### src/core/host_port_map.svh
`ifndef HOST_PORT_MAP_SVH
`define HOST_PORT_MAP_SVH

// ----------------------------------------
// Timing
// ----------------------------------------
`define CLK_PERIOD_NS   8
`define INIT_CLEAR_NS   800
`define INIT_CLEAR_CYC  ((`INIT_CLEAR_NS + `CLK_PERIOD_NS - 1) / `CLK_PERIOD_NS)
`define CLR_CNT_W       16

// ----------------------------------------
// Widths and field positions
// ----------------------------------------
`define EPROM_ADDR_W    22
`define MP_ADDR_W       18
`define DATA_W          32
`define PAR_W           4
`define STAT_W          4
`define STAT_RDY_BIT    7
`define STAT_LSB        3
`define STAT_OE_MASK    32'h000000F8
`define BURST_BEATS     4
`define BEAT_STEP       18'h00004

`endif

### src/core/host_port_pkg.sv
package host_port_pkg;
`include "host_port_map.svh"

  typedef enum logic [3:0] {
    CF_CLEAR = 4'b0001,
    CF_WAIT  = 4'b0010,
    CF_LOAD  = 4'b0100,
    CF_USER  = 4'b1000
  } cfg_state_e;

  typedef enum logic [2:0] {
    MP_IDLE = 3'b001,
    MP_BUS  = 3'b010,
    MP_ACK  = 3'b100
  } mp_state_e;

  typedef enum logic [1:0] {
    SZ_WORD = 2'b00,
    SZ_BYTE = 2'b01,
    SZ_HALF = 2'b10
  } mp_size_e;

  typedef struct packed {
    cfg_state_e                cst;
    mp_state_e                 mst;
    logic [`CLR_CNT_W-1:0]     clr_cnt;
    logic                      wr_q;
    logic                      mclk_q;
    logic [7:0]                cfg_byte;
    logic                      cfg_vld;
    logic                      rclk;
    logic [`EPROM_ADDR_W-1:0]  eaddr;
    logic                      ack_n;
    logic                      err_n;
    logic                      retry;
    logic                      drive;
    logic [`DATA_W-1:0]        dout;
    logic [`PAR_W-1:0]         dpar;
    logic                      req;
    logic                      we;
    logic [`MP_ADDR_W-1:0]     maddr;
    mp_size_e                  msz;
    logic                      mburst;
    logic [1:0]                beat;
    logic [`DATA_W-1:0]        wdata;
  } st_s;

endpackage

### src/core/config_and_micro_host_port.sv
// Operation
// - Ready output shows next config byte accepted
// - Status read shows ready on data bit 7
// - Master parallel drives read strobe to memory
// - Master parallel drives 22-bit memory address
// - Busy-high output high until configuration done
// - Busy-low output low until configuration done
// - Init line driven low while clearing
// - Init held low externally blocks configuration start
// - Selected only when select-n low, select-p high
// - Read strobe low drives status on bits 7:3
// - Write strobe low takes config byte
// - Both strobes low: write wins
// - Strobe high ready, low busy
// - Direction high read, low write
// - Burst-continue negated ends burst data phase
// - Size 01 byte, 10 half, 00 word
// - Ack low once data taken or returned
// - Unused micro port reverts to user I/O
// - Micro transfers timed on micro clock rise
// - Error-n low on internal bus error
// - Retry asks host to rerun cycle
// - One parity bit per data byte
`timescale 1ns/1ns
`default_nettype none
`include "host_port_map.svh"
module config_and_micro_host_port
  import host_port_pkg::*;
(
  // Clock and reset
  input  wire logic                     ref_clk_i,
  input  wire logic                     rst_n_i,
  // Configuration control
  input  wire logic                     master_mode_i,
  input  wire logic                     power_good_i,
  input  wire logic                     cfg_done_i,
  input  wire logic                     micro_port_en_i,
  input  wire logic [`STAT_W-1:0]       cfg_status_i,
  output logic                          config_busy_high_o,
  output logic                          config_busy_low_o,
  output logic                          user_io_o,
  // Init open-drain pin
  input  wire logic                     init_n_i,
  output logic                          init_n_o,
  output logic                          init_oe_o,
  // Configuration strobes
  input  wire logic                     chip_select_n_i,
  input  wire logic                     chip_select_p_i,
  input  wire logic                     read_strobe_n_i,
  input  wire logic                     write_strobe_n_i,
  output logic                          config_ready_readclk_o,
  output logic [`EPROM_ADDR_W-1:0]      eprom_address_o,
  // Configuration byte to core
  output logic [7:0]                    cfg_byte_o,
  output logic                          cfg_byte_valid_o,
  input  wire logic                     cfg_byte_ready_i,
  // Shared data pins
  input  wire logic [`DATA_W-1:0]       data_i,
  output logic [`DATA_W-1:0]            data_o,
  output logic [`DATA_W-1:0]            data_oe_o,
  // Micro port
  input  wire logic                     micro_port_clk_i,
  input  wire logic                     micro_port_strobe_n_i,
  input  wire logic                     micro_port_dir_i,
  input  wire logic [`MP_ADDR_W-1:0]    micro_port_addr_i,
  input  wire logic                     micro_port_burst_n_i,
  input  wire logic                     micro_port_burst_cont_i,
  input  wire logic [1:0]               micro_port_size_i,
  input  wire logic [`PAR_W-1:0]        micro_port_parity_i,
  output logic [`PAR_W-1:0]             micro_port_parity_o,
  output logic                          micro_port_ack_n_o,
  output logic                          micro_port_err_n_o,
  output logic                          micro_port_retry_o,
  output logic                          micro_port_oe_o,
  // Internal system bus
  output logic                          sys_req_o,
  output logic                          sys_we_o,
  output logic [`MP_ADDR_W-1:0]         sys_addr_o,
  output logic [1:0]                    sys_size_o,
  output logic [`DATA_W-1:0]            sys_wdata_o,
  input  wire logic [`DATA_W-1:0]       sys_rdata_i,
  input  wire logic                     sys_ack_i,
  input  wire logic                     sys_err_i,
  input  wire logic                     sys_retry_i
);

  // ----------------------------------------
  // Decode
  // ----------------------------------------
  st_s  st_ff;
  st_s  nxt_st;
  logic sel;
  logic mrise;
  logic async_load;
  logic wr_act;
  logic rd_act;
  logic par_bad;

  assign sel        = !chip_select_n_i && chip_select_p_i;
  assign mrise      = micro_port_clk_i && !st_ff.mclk_q;
  assign async_load = (st_ff.cst == CF_LOAD) && !master_mode_i;
  assign wr_act     = async_load && sel && !write_strobe_n_i;
  // Write overrides a simultaneous read strobe
  assign rd_act     = async_load && sel && !read_strobe_n_i && !wr_act;
  assign par_bad    = micro_port_parity_i != par_of(data_i);

  function automatic logic [`PAR_W-1:0] par_of(input logic [`DATA_W-1:0] d);
    logic [`PAR_W-1:0] p;
    p = '0;
    for (int i = 0; i < `PAR_W; i++)
    begin
      p[i] = ^d[8*i +: 8];
    end
    return p;
  endfunction

  // ----------------------------------------
  // Next state
  // ----------------------------------------
  always_comb
  begin
    nxt_st        = st_ff;
    nxt_st.wr_q   = wr_act;
    nxt_st.mclk_q = micro_port_clk_i;
    if (st_ff.cfg_vld && cfg_byte_ready_i)
    begin
      nxt_st.cfg_vld = 1'b0;
    end
    // Primed in wait too, so a status read in the first load cycle is current
    if (!master_mode_i && (st_ff.cst == CF_WAIT || async_load))
    begin
      nxt_st.dout = '0;
      nxt_st.dout[`STAT_RDY_BIT] = !st_ff.cfg_vld;
      nxt_st.dout[`STAT_RDY_BIT-1:`STAT_LSB] = cfg_status_i;
    end

    unique case (st_ff.cst)
      CF_CLEAR:
      begin
        if (st_ff.clr_cnt != `CLR_CNT_W'(`INIT_CLEAR_CYC - 1))
        begin
          nxt_st.clr_cnt = st_ff.clr_cnt + `CLR_CNT_W'(1);
        end
        else if (power_good_i)
        begin
          nxt_st.cst = CF_WAIT;
        end
      end
      CF_WAIT:
      begin
        // An outside party holding init low keeps us here
        if (init_n_i)
        begin
          nxt_st.cst = CF_LOAD;
        end
      end
      CF_LOAD:
      begin
        if (master_mode_i)
        begin
          // One read strobe per byte; stalls while the core holds a byte
          if (st_ff.rclk)
          begin
            nxt_st.rclk     = 1'b0;
            nxt_st.cfg_byte = data_i[7:0];
            nxt_st.cfg_vld  = 1'b1;
            nxt_st.eaddr    = st_ff.eaddr + `EPROM_ADDR_W'(1);
          end
          else if (!st_ff.cfg_vld && !cfg_done_i)
          begin
            nxt_st.rclk = 1'b1;
          end
        end
        else if (wr_act && !st_ff.wr_q && !st_ff.cfg_vld)
        begin
          // Byte taken on the strobe's leading edge
          nxt_st.cfg_byte = data_i[7:0];
          nxt_st.cfg_vld  = 1'b1;
        end
        if (cfg_done_i)
        begin
          nxt_st.cst  = CF_USER;
          nxt_st.rclk = 1'b0;
        end
      end
      CF_USER:
      begin
      end
    endcase

    unique case (st_ff.mst)
      MP_IDLE:
      begin
        // Strobe low marks the port busy with a cycle
        if (mrise && sel && !micro_port_strobe_n_i && micro_port_en_i
            && st_ff.cst == CF_USER)
        begin
          nxt_st.we     = !micro_port_dir_i;
          nxt_st.maddr  = micro_port_addr_i;
          nxt_st.msz    = mp_size_e'(micro_port_size_i);
          nxt_st.mburst = !micro_port_burst_n_i;
          nxt_st.wdata  = data_i;
          nxt_st.beat   = 2'h0;
          if (!micro_port_dir_i && micro_port_size_i == SZ_WORD && par_bad)
          begin
            nxt_st.ack_n = 1'b0;
            nxt_st.err_n = 1'b0;
            nxt_st.mst   = MP_ACK;
          end
          else
          begin
            nxt_st.req = 1'b1;
            nxt_st.mst = MP_BUS;
          end
        end
      end
      MP_BUS:
      begin
        if (sys_ack_i || sys_err_i || sys_retry_i)
        begin
          nxt_st.req   = 1'b0;
          nxt_st.ack_n = !sys_ack_i || sys_err_i || sys_retry_i;
          nxt_st.err_n = !sys_err_i;
          nxt_st.retry = sys_retry_i && !sys_err_i;
          nxt_st.drive = !st_ff.we;
          nxt_st.dout  = sys_rdata_i;
          nxt_st.dpar  = par_of(sys_rdata_i);
          nxt_st.mst   = MP_ACK;
        end
      end
      MP_ACK:
      begin
        // Answer stands until the next micro clock rise
        if (mrise)
        begin
          nxt_st.ack_n = 1'b1;
          nxt_st.err_n = 1'b1;
          nxt_st.retry = 1'b0;
          nxt_st.drive = 1'b0;
          nxt_st.mst   = MP_IDLE;
          if (st_ff.mburst && micro_port_burst_cont_i && st_ff.err_n
              && !st_ff.retry && st_ff.beat != 2'(`BURST_BEATS - 1))
          begin
            nxt_st.beat  = st_ff.beat + 2'h1;
            nxt_st.maddr = st_ff.maddr + `BEAT_STEP;
            nxt_st.wdata = data_i;
            nxt_st.req   = 1'b1;
            nxt_st.mst   = MP_BUS;
          end
        end
      end
    endcase
  end

  // ----------------------------------------
  // State register
  // ----------------------------------------
  always_ff @(posedge ref_clk_i)
  begin
    if (!rst_n_i)
    begin
      st_ff        <= '0;
      st_ff.cst    <= CF_CLEAR;
      st_ff.mst    <= MP_IDLE;
      st_ff.msz    <= SZ_WORD;
      st_ff.ack_n  <= 1'b1;
      st_ff.err_n  <= 1'b1;
    end
    else
    begin
      st_ff <= nxt_st;
    end
  end

  // ----------------------------------------
  // Outputs
  // ----------------------------------------
  assign config_busy_high_o = st_ff.cst != CF_USER;
  assign config_busy_low_o  = st_ff.cst == CF_USER;
  assign user_io_o          = (st_ff.cst == CF_USER) && !micro_port_en_i;
  assign init_n_o           = 1'b0;
  assign init_oe_o          = st_ff.cst == CF_CLEAR;
  assign config_ready_readclk_o = master_mode_i ? st_ff.rclk
                                : async_load && !st_ff.cfg_vld;
  assign eprom_address_o    = st_ff.eaddr;
  assign cfg_byte_o         = st_ff.cfg_byte;
  assign cfg_byte_valid_o   = st_ff.cfg_vld;
  assign data_o             = st_ff.dout;
  assign data_oe_o          = rd_act ? `STAT_OE_MASK
                            : (st_ff.drive ? '1 : '0);
  assign micro_port_parity_o = st_ff.dpar;
  assign micro_port_ack_n_o  = st_ff.ack_n;
  assign micro_port_err_n_o  = st_ff.err_n;
  assign micro_port_retry_o  = st_ff.retry;
  assign micro_port_oe_o     = (st_ff.cst == CF_USER) && micro_port_en_i;
  assign sys_req_o           = st_ff.req;
  assign sys_we_o            = st_ff.we;
  assign sys_addr_o          = st_ff.maddr;
  assign sys_size_o          = st_ff.msz;
  assign sys_wdata_o         = st_ff.wdata;
endmodule
`default_nettype wire

### config.mk
export PLATFORM = sky130hd
export DESIGN_NAME = config_and_micro_host_port
export DESIGN_NICKNAME = d
export VERILOG_FILES = /design/src/core/host_port_pkg.sv /design/src/core/config_and_micro_host_port.sv
export VERILOG_INCLUDE_DIRS = /design/src /design/src/core
export SDC_FILE = /design/constraint.sdc
export NUM_CORES = 1
export LEC_CHECK = 0
export BUFFER_PORTS_ARGS = -buffer_cell sky130_fd_sc_hd__clkbuf_2
export CORE_MARGIN = 2
export CORE_UTILIZATION = 30
export CTS_CLUSTER_DIAMETER = 100
export DETAILED_ROUTE_END_ITERATION = 16
export PLACE_DENSITY = 0.56
export SLEW_MARGIN = 20
export SYNTH_ARGS = -nofsm -noshare
export SYNTH_HDL_FRONTEND = slang
export SYNTH_SLANG_ARGS = --single-unit
### constraint.sdc
create_clock -name ref_clk_i -period 3 [get_ports ref_clk_i]
set_clock_uncertainty 0.05 [all_clocks]
set_input_delay 0.3 -clock ref_clk_i [delete_from_list [all_inputs] [get_ports ref_clk_i]]
set_output_delay 0.3 -clock ref_clk_i [all_outputs]
set_load 0.1 [all_outputs]
Word level (Yosys, flattened, before mapping):

Cells that the tools add are included.

* flip-flop bits (word level): 154
* bits of input ports: 112
* output and inout bits: 163
* word-level logic and storage cells: 165

* add/sub/neg operators: 4
* equality and inequality tests: 22
* muxes and demuxes: 43
* reductions and logical operators: 74

Operators with widths (count)
* 2-to-1 mux 32 bit: 3
* 2-to-1 mux 34 bit: 2
* case mux 34 bit (2 select lines): 1
* parity 8 bit: 8
* 2-to-1 mux 57 bit: 1
* 2-to-1 mux 41 bit: 1
* 2-to-1 mux 18 bit: 2
* 2-to-1 mux 36 bit: 1
* case mux 18 bit (2 select lines): 1
* 2-to-1 mux 9 bit: 3
* logical AND 1 bit: 26
* 2-to-1 mux 24 bit: 1
* 2-to-1 mux 23 bit: 1
* adder 22 x 1 -> 22 bit, second input constant: 1
* 2-to-1 mux 22 bit: 1
* != test 2 bit, second input constant: 11
* 2-to-1 mux 4 bit: 5
* adder 18 x 3 -> 18 bit, second input constant: 1
* zero test 1 bit: 17
* adder 16 x 1 -> 16 bit, second input constant: 1
* != test 16 x 7 -> 1 bit, second input constant: 1
* 2-to-1 mux 3 bit: 4
* case mux 4 bit (3 select lines): 1
* AND reduction 3 bit: 4
* 24 further kinds: 45

Logic depth before layout (Yosys ltp):

* depth after elaboration: 9
* mapped depth: 8
* depth with buffers taken out: 7

Least setup slack after synthesis:

Ideal clock, no wire load.

* kind: register -> register
* start: register st_ff[150] (netlist name)
* end: register st_ff[140] (netlist name)
* library setup time: 0.070 ns
* arrival time: 5.365 ns
* required time: 2.880 ns
* setup slack: -2.486 ns
* cell stages (with the launch flop): 5
* path buffers: 0
* period minus slack after synthesis: 5.486 ns
* cell sequence: dfxtp_1 nor4b_1 nand4_1 or3_1 a21oi_1

* word-level cells in the longest chain between the ends: 2

Ends and longest elaborated chain
* start, declared: line config_and_micro_host_port.sv:90 `st_s st_ff;`
* start signal, assigned: line config_and_micro_host_port.sv:271 `st_ff <= nxt_st;`
* equality test 4 x 1 -> 1 bit
* via init_oe_o: line config_and_micro_host_port.sv:45 `output logic init_oe_o,`
* AND reduction 2 bit (no source line)

The timed path passes the listed nets, and every way through them passes these cells.
A chain may end at the register's enable or synchronous reset.

Worst setup path in the final report:

* start: register st_ff[152] (netlist name)
* end: output data_oe_o[11]

* word-level cells in the longest chain between the ends: 7
* elaborated cells between the ends (all ways): 8
* those cells by class: eq/ne: 1; mux: 1; reduce/logical: 6

Ends and longest elaborated chain
* equality test 4 x 3 -> 1 bit (*): line config_and_micro_host_port.sv:101 `assign async_load = (st_ff.cst == CF_LOAD) && !master_mode_i;`
* logical AND 1 bit (*): line config_and_micro_host_port.sv:101
* logical AND 1 bit (*): line config_and_micro_host_port.sv:102, config_and_micro_host_port.sv:104
* logical AND 1 bit: line config_and_micro_host_port.sv:102 `assign wr_act = async_load && sel && !write_strobe_n_i;`
* zero test 1 bit: line config_and_micro_host_port.sv:104 `assign rd_act = async_load && sel && !read_strobe_n_i && !wr_act;`
* logical AND 1 bit (*): line config_and_micro_host_port.sv:104
* 2-to-1 mux 32 bit (*): line config_and_micro_host_port.sv:289 `` assign data_oe_o = rd_act ? `STAT_OE_MASK ``
* end, declared: line config_and_micro_host_port.sv:60 `` output logic [`DATA_W-1:0] data_oe_o, ``

Every way passes the cells marked *; elsewhere a longest branch is shown, timed or not.

==> results.md <==
* Status: completed
* Layout area overhead at 22.0%
* Achievable Freq at 356 MHz
* CTS Root Cell: clkbuf_16
* Synthesized net count at 1134
* Pre-Repair DR Iteration Count at 4
* Final HPWL from detailed placement at 17.0 mm
* Core utilization of the finished layout at 37.5%
* Final setup violation count at 0
* Start-to-end type of the worst setup path: flip-flop to output pin
* Max-Slew Margin vs Limit at 49.6%
* Cell depth of the worst flop-to-flop path at 7
* Vias after detailed routing at 7079
* Max-cap violations at 0
* Max Fanout on Critical Path at 27
* Mean post-synth cell area at 8.17 µm²
* FP Rows at 60
* Clock H-tree levels at 4
* Worst endpoint data arrival time at 2.46 ns
* Slew Viols, Final at 0
* Critical path launch point type: flip-flop
* Total routed wirelength at 23.1 mm
* Die ar. at 29100 µm²
* Share of the yosys chip area belonging to registers at 37.1%
* Largest cells by area after synthesis: dfxtp_1, buf_4, xnor2_1, a21oi_1, nand3_1
* Top layer in use: met5
* Boundary Pins at 275
* Power per unit of standard cell area at 623 nW/µm²
* Max Root-Sink Buffers at 2
* Die width at 171 µm
* Clock slew seen by the registers of the worst setup and hold paths at 0.06 ns
* Number of vias per cell after detailed routing at 4.68
* Number of buffers created by CTS at 17
* Hold_sp: micro_port_dir_i
* Tcrit/Tclk final at 93.7%
* Starting Density at 30.7%
* Largest area contributor in the synthesized netlist: dfxtp_1
* Post-synthesis sequential element count at 154
* TritonCTS clock tree: done
* Design Area, Final at 10200 µm²
* Min-delay worst type: primary input to flip-flop
* End of the worst hold path: sys_we_o$_SDFFE_PN0P_
* Nature of the critical path endpoint: output pin
* Routed met1 length at 10.2 mm
* Main flop type after synthesis: dfxtp_1
* Post-synth ARST share at 0%
* Placeable core region at 27100 µm²
* IO Port Bufs at 273
* Global-route wire length before repair at 35.5 mm
* Yosys synthesis warning count at 0
* Number of global-route vias before repair at 6587
* Placed instance area at 9570 µm²
* Maximum number of pins on one net before global-route repair at 65
* Minimum clock period after layout at 2.81 ns
* Hold slack final at 0.0201 ns
* Worst reg2reg setup slack at 0.66 ns
* RR Startpoint: st_ff[152]$_SDFFE_PN0P_
* Average wire length per cell after detail routing at 15.2 µm
* Gpl congestion at 0.788
* Total power of the final layout at 6320 µW
* Instance count of the mapped netlist at 1018
* Total leakage power at 0.00409 µW
* Number of unique standard cell types used by synthesis at 66
* Final ANT Viol Nets at 0
* Fraction of final layout cells sized beyond drive strength 1 at 30.8%
* Clock latency on the worst-skew pair at 0.42 ns
* Combined global-route utilization of all metal layers at 15.4%
* Unrepaired setup endpoints after global routing: no
* Sinks on Clock Net at 154
* Residual overflow from global routing at 0
* Worst EP required at 2.65 ns
* Number of synthesized flops with an enable pin at 0
* Detailed route wirelength on metal2 at 10.6 mm
* Violation count after the first detailed-route iteration at 348
* Setup Fix Bufs, Post-CTS at 0
* Worst r2r dst: cfg_byte_o[2]$_SDFFE_PN0P_
* Detail Route met3 WL at 2.05 mm
* Max IR drop VDD at 0.392 mV
* Share of the synthesized area in the top cell type at 37.1%
* Vertical extent of the die at 171 µm
* Final hold violations at 0
* Netlist area before placement at 8320 µm²
* Post-route DRC violation count at 0
* Worst-margin pin slew at 0.756 ns
* Number of antenna violations at the first check in global routing at 2
* Depth of the worst hold-timing path at 2
* NumNets Final at 1244
flip-flops by register name, summed over array words and instances (netlist names):
| signal | count |
|---|---|
| cfg_byte_o | 8 |
| cfg_byte_valid_o | 1 |
| data_o | 32 |
| eprom_address_o | 22 |
| micro_port_ack_n_o | 1 |
| micro_port_err_n_o | 1 |
| micro_port_parity_o | 4 |
| micro_port_retry_o | 1 |
| st_ff | 30 |
| sys_addr_o | 18 |
| sys_req_o | 1 |
| sys_size_o | 2 |
| sys_wdata_o | 32 |
| sys_we_o | 1 |
how the worst max path moves through the flow:
stage | startpoint | endpoint | slack, ns | cells after the start
CTS | st_ff[152]$_SDFFE_PN0P_ | data_oe_o[3] | 0.15 | 5
floorplan | st_ff[151]$_SDFFE_PN0P_ | user_io_o | -0.43 | 3
global placement | st_ff[152]$_SDFFE_PN0P_ | data_oe_o[3] | 0.62 | 5
detailed placement | st_ff[152]$_SDFFE_PN0P_ | data_oe_o[3] | 0.61 | 5
global route | st_ff[152]$_SDFFE_PN0P_ | data_oe_o[11] | 0.03 | 6
finish | st_ff[152]$_SDFFE_PN0P_ | data_oe_o[11] | 0.19 | 6
stage by stage:
stage / setup TNS, ns / setup WS (ns) / instances
after floorplan: -10.34 / -0.435 / 1018
after global placement: 0 / 0.623 / 1480
after detailed placement: 0 / 0.609 / 1480
after CTS: 0 / 0.149 / 1513
after global routing: 0 / 0.0276 / 1513
final: 0 / 0.190 / 1514
where the power goes:
part,internal [µW],switching (µW)
clock,1240,890
combinational,611,1370
sequential,2130,73.6
synthesized netlist by cell type, drive strengths merged, types with 3 or more instances:
cell type    n
nor2b        4
dfxtp      154
nor4         6
nand2      103
or3         16
o311ai       3
nor2        77
ha           4
xnor2       64
mux2i       17
and2         8
a211oi      14
nor3        20
and4         3
nor4b        5
clkbuf      39
nor3b        4
o21ai       31
xor2        14
nand2b       7
a221oi       5
o21a         4
and3        11
xnor3        4
nand4       13
a21oi      101
buf        163
inv         11
nand3       79
cells in the final DEF, fill, tap and decap left out, types with 12 or more instances in the layout:
cell / netlist / layout
nand3_1: 78 / 78
xor2_1: 14 / 14
clkbuf_16: 0 / 17
or3_1: 16 / 16
xnor2_1: 64 / 64
o21ai_0: 31 / 29
nand2_1: 103 / 102
a211oi_1: 14 / 14
buf_4: 150 / 16
nor3_1: 19 / 19
mux2i_1: 17 / 17
clkbuf_2: 0 / 241
nor2_1: 76 / 73
nand4_1: 12 / 12
a21oi_1: 101 / 100
buf_12: 0 / 35
dfxtp_1: 154 / 151
what timing repair did:
action                                  in CTS  in global routing
resized for setup                            0                  1
endpoints found under the setup margin       0                  1
endpoints found under the hold margin        1                  0
hold buffers                                 1                  0
area by class of cell:
cell class	count	area (µm²)
Tap cell	372	465
Clock inverter	12	125
Fill cell	2779	16900
Inverter	12	47.5
Sequential cell	154	3090
Timing Repair Buffer	293	2040
Clock buffer	20	447
Antenna cell	1	2.50
Multi-Input combinational cell	650	3940
logic make-up after synthesis:
group	after synthesis	synth area share, %
XOR/XNOR	82	9.29
flip-flops	154	37.1
AO/OA/AOI/OAI	177	12.2
buffers and inverters	214	16.5
AND/OR/NAND/NOR	369	22.2
other	1	0.0451
adder cells (fa/ha/maj)	4	0.602
multiplexers	17	2.05
metal layers:
| metal | track usage (%) | vias to the layer above |
|---|---|---|
| li1 | - | 3555 |
| met1 | 19.0 | 3275 |
| met2 | 25.5 | 228 |
| met3 | 5.81 | 19 |
| met4 | 3.72 | 2 |
| met5 | 0 | - |
worst max-delay path, cell delays in order, from the launching register on:
cell and delay [ns]:
dfxtp_1 0.52, or4b_1 0.49, nor3_1 0.19, nand3b_1 0.18, and2_1 0.23, buf_12 0.21
buf_12 0.20
Note: power is estimated with default switching activity, not from simulation.
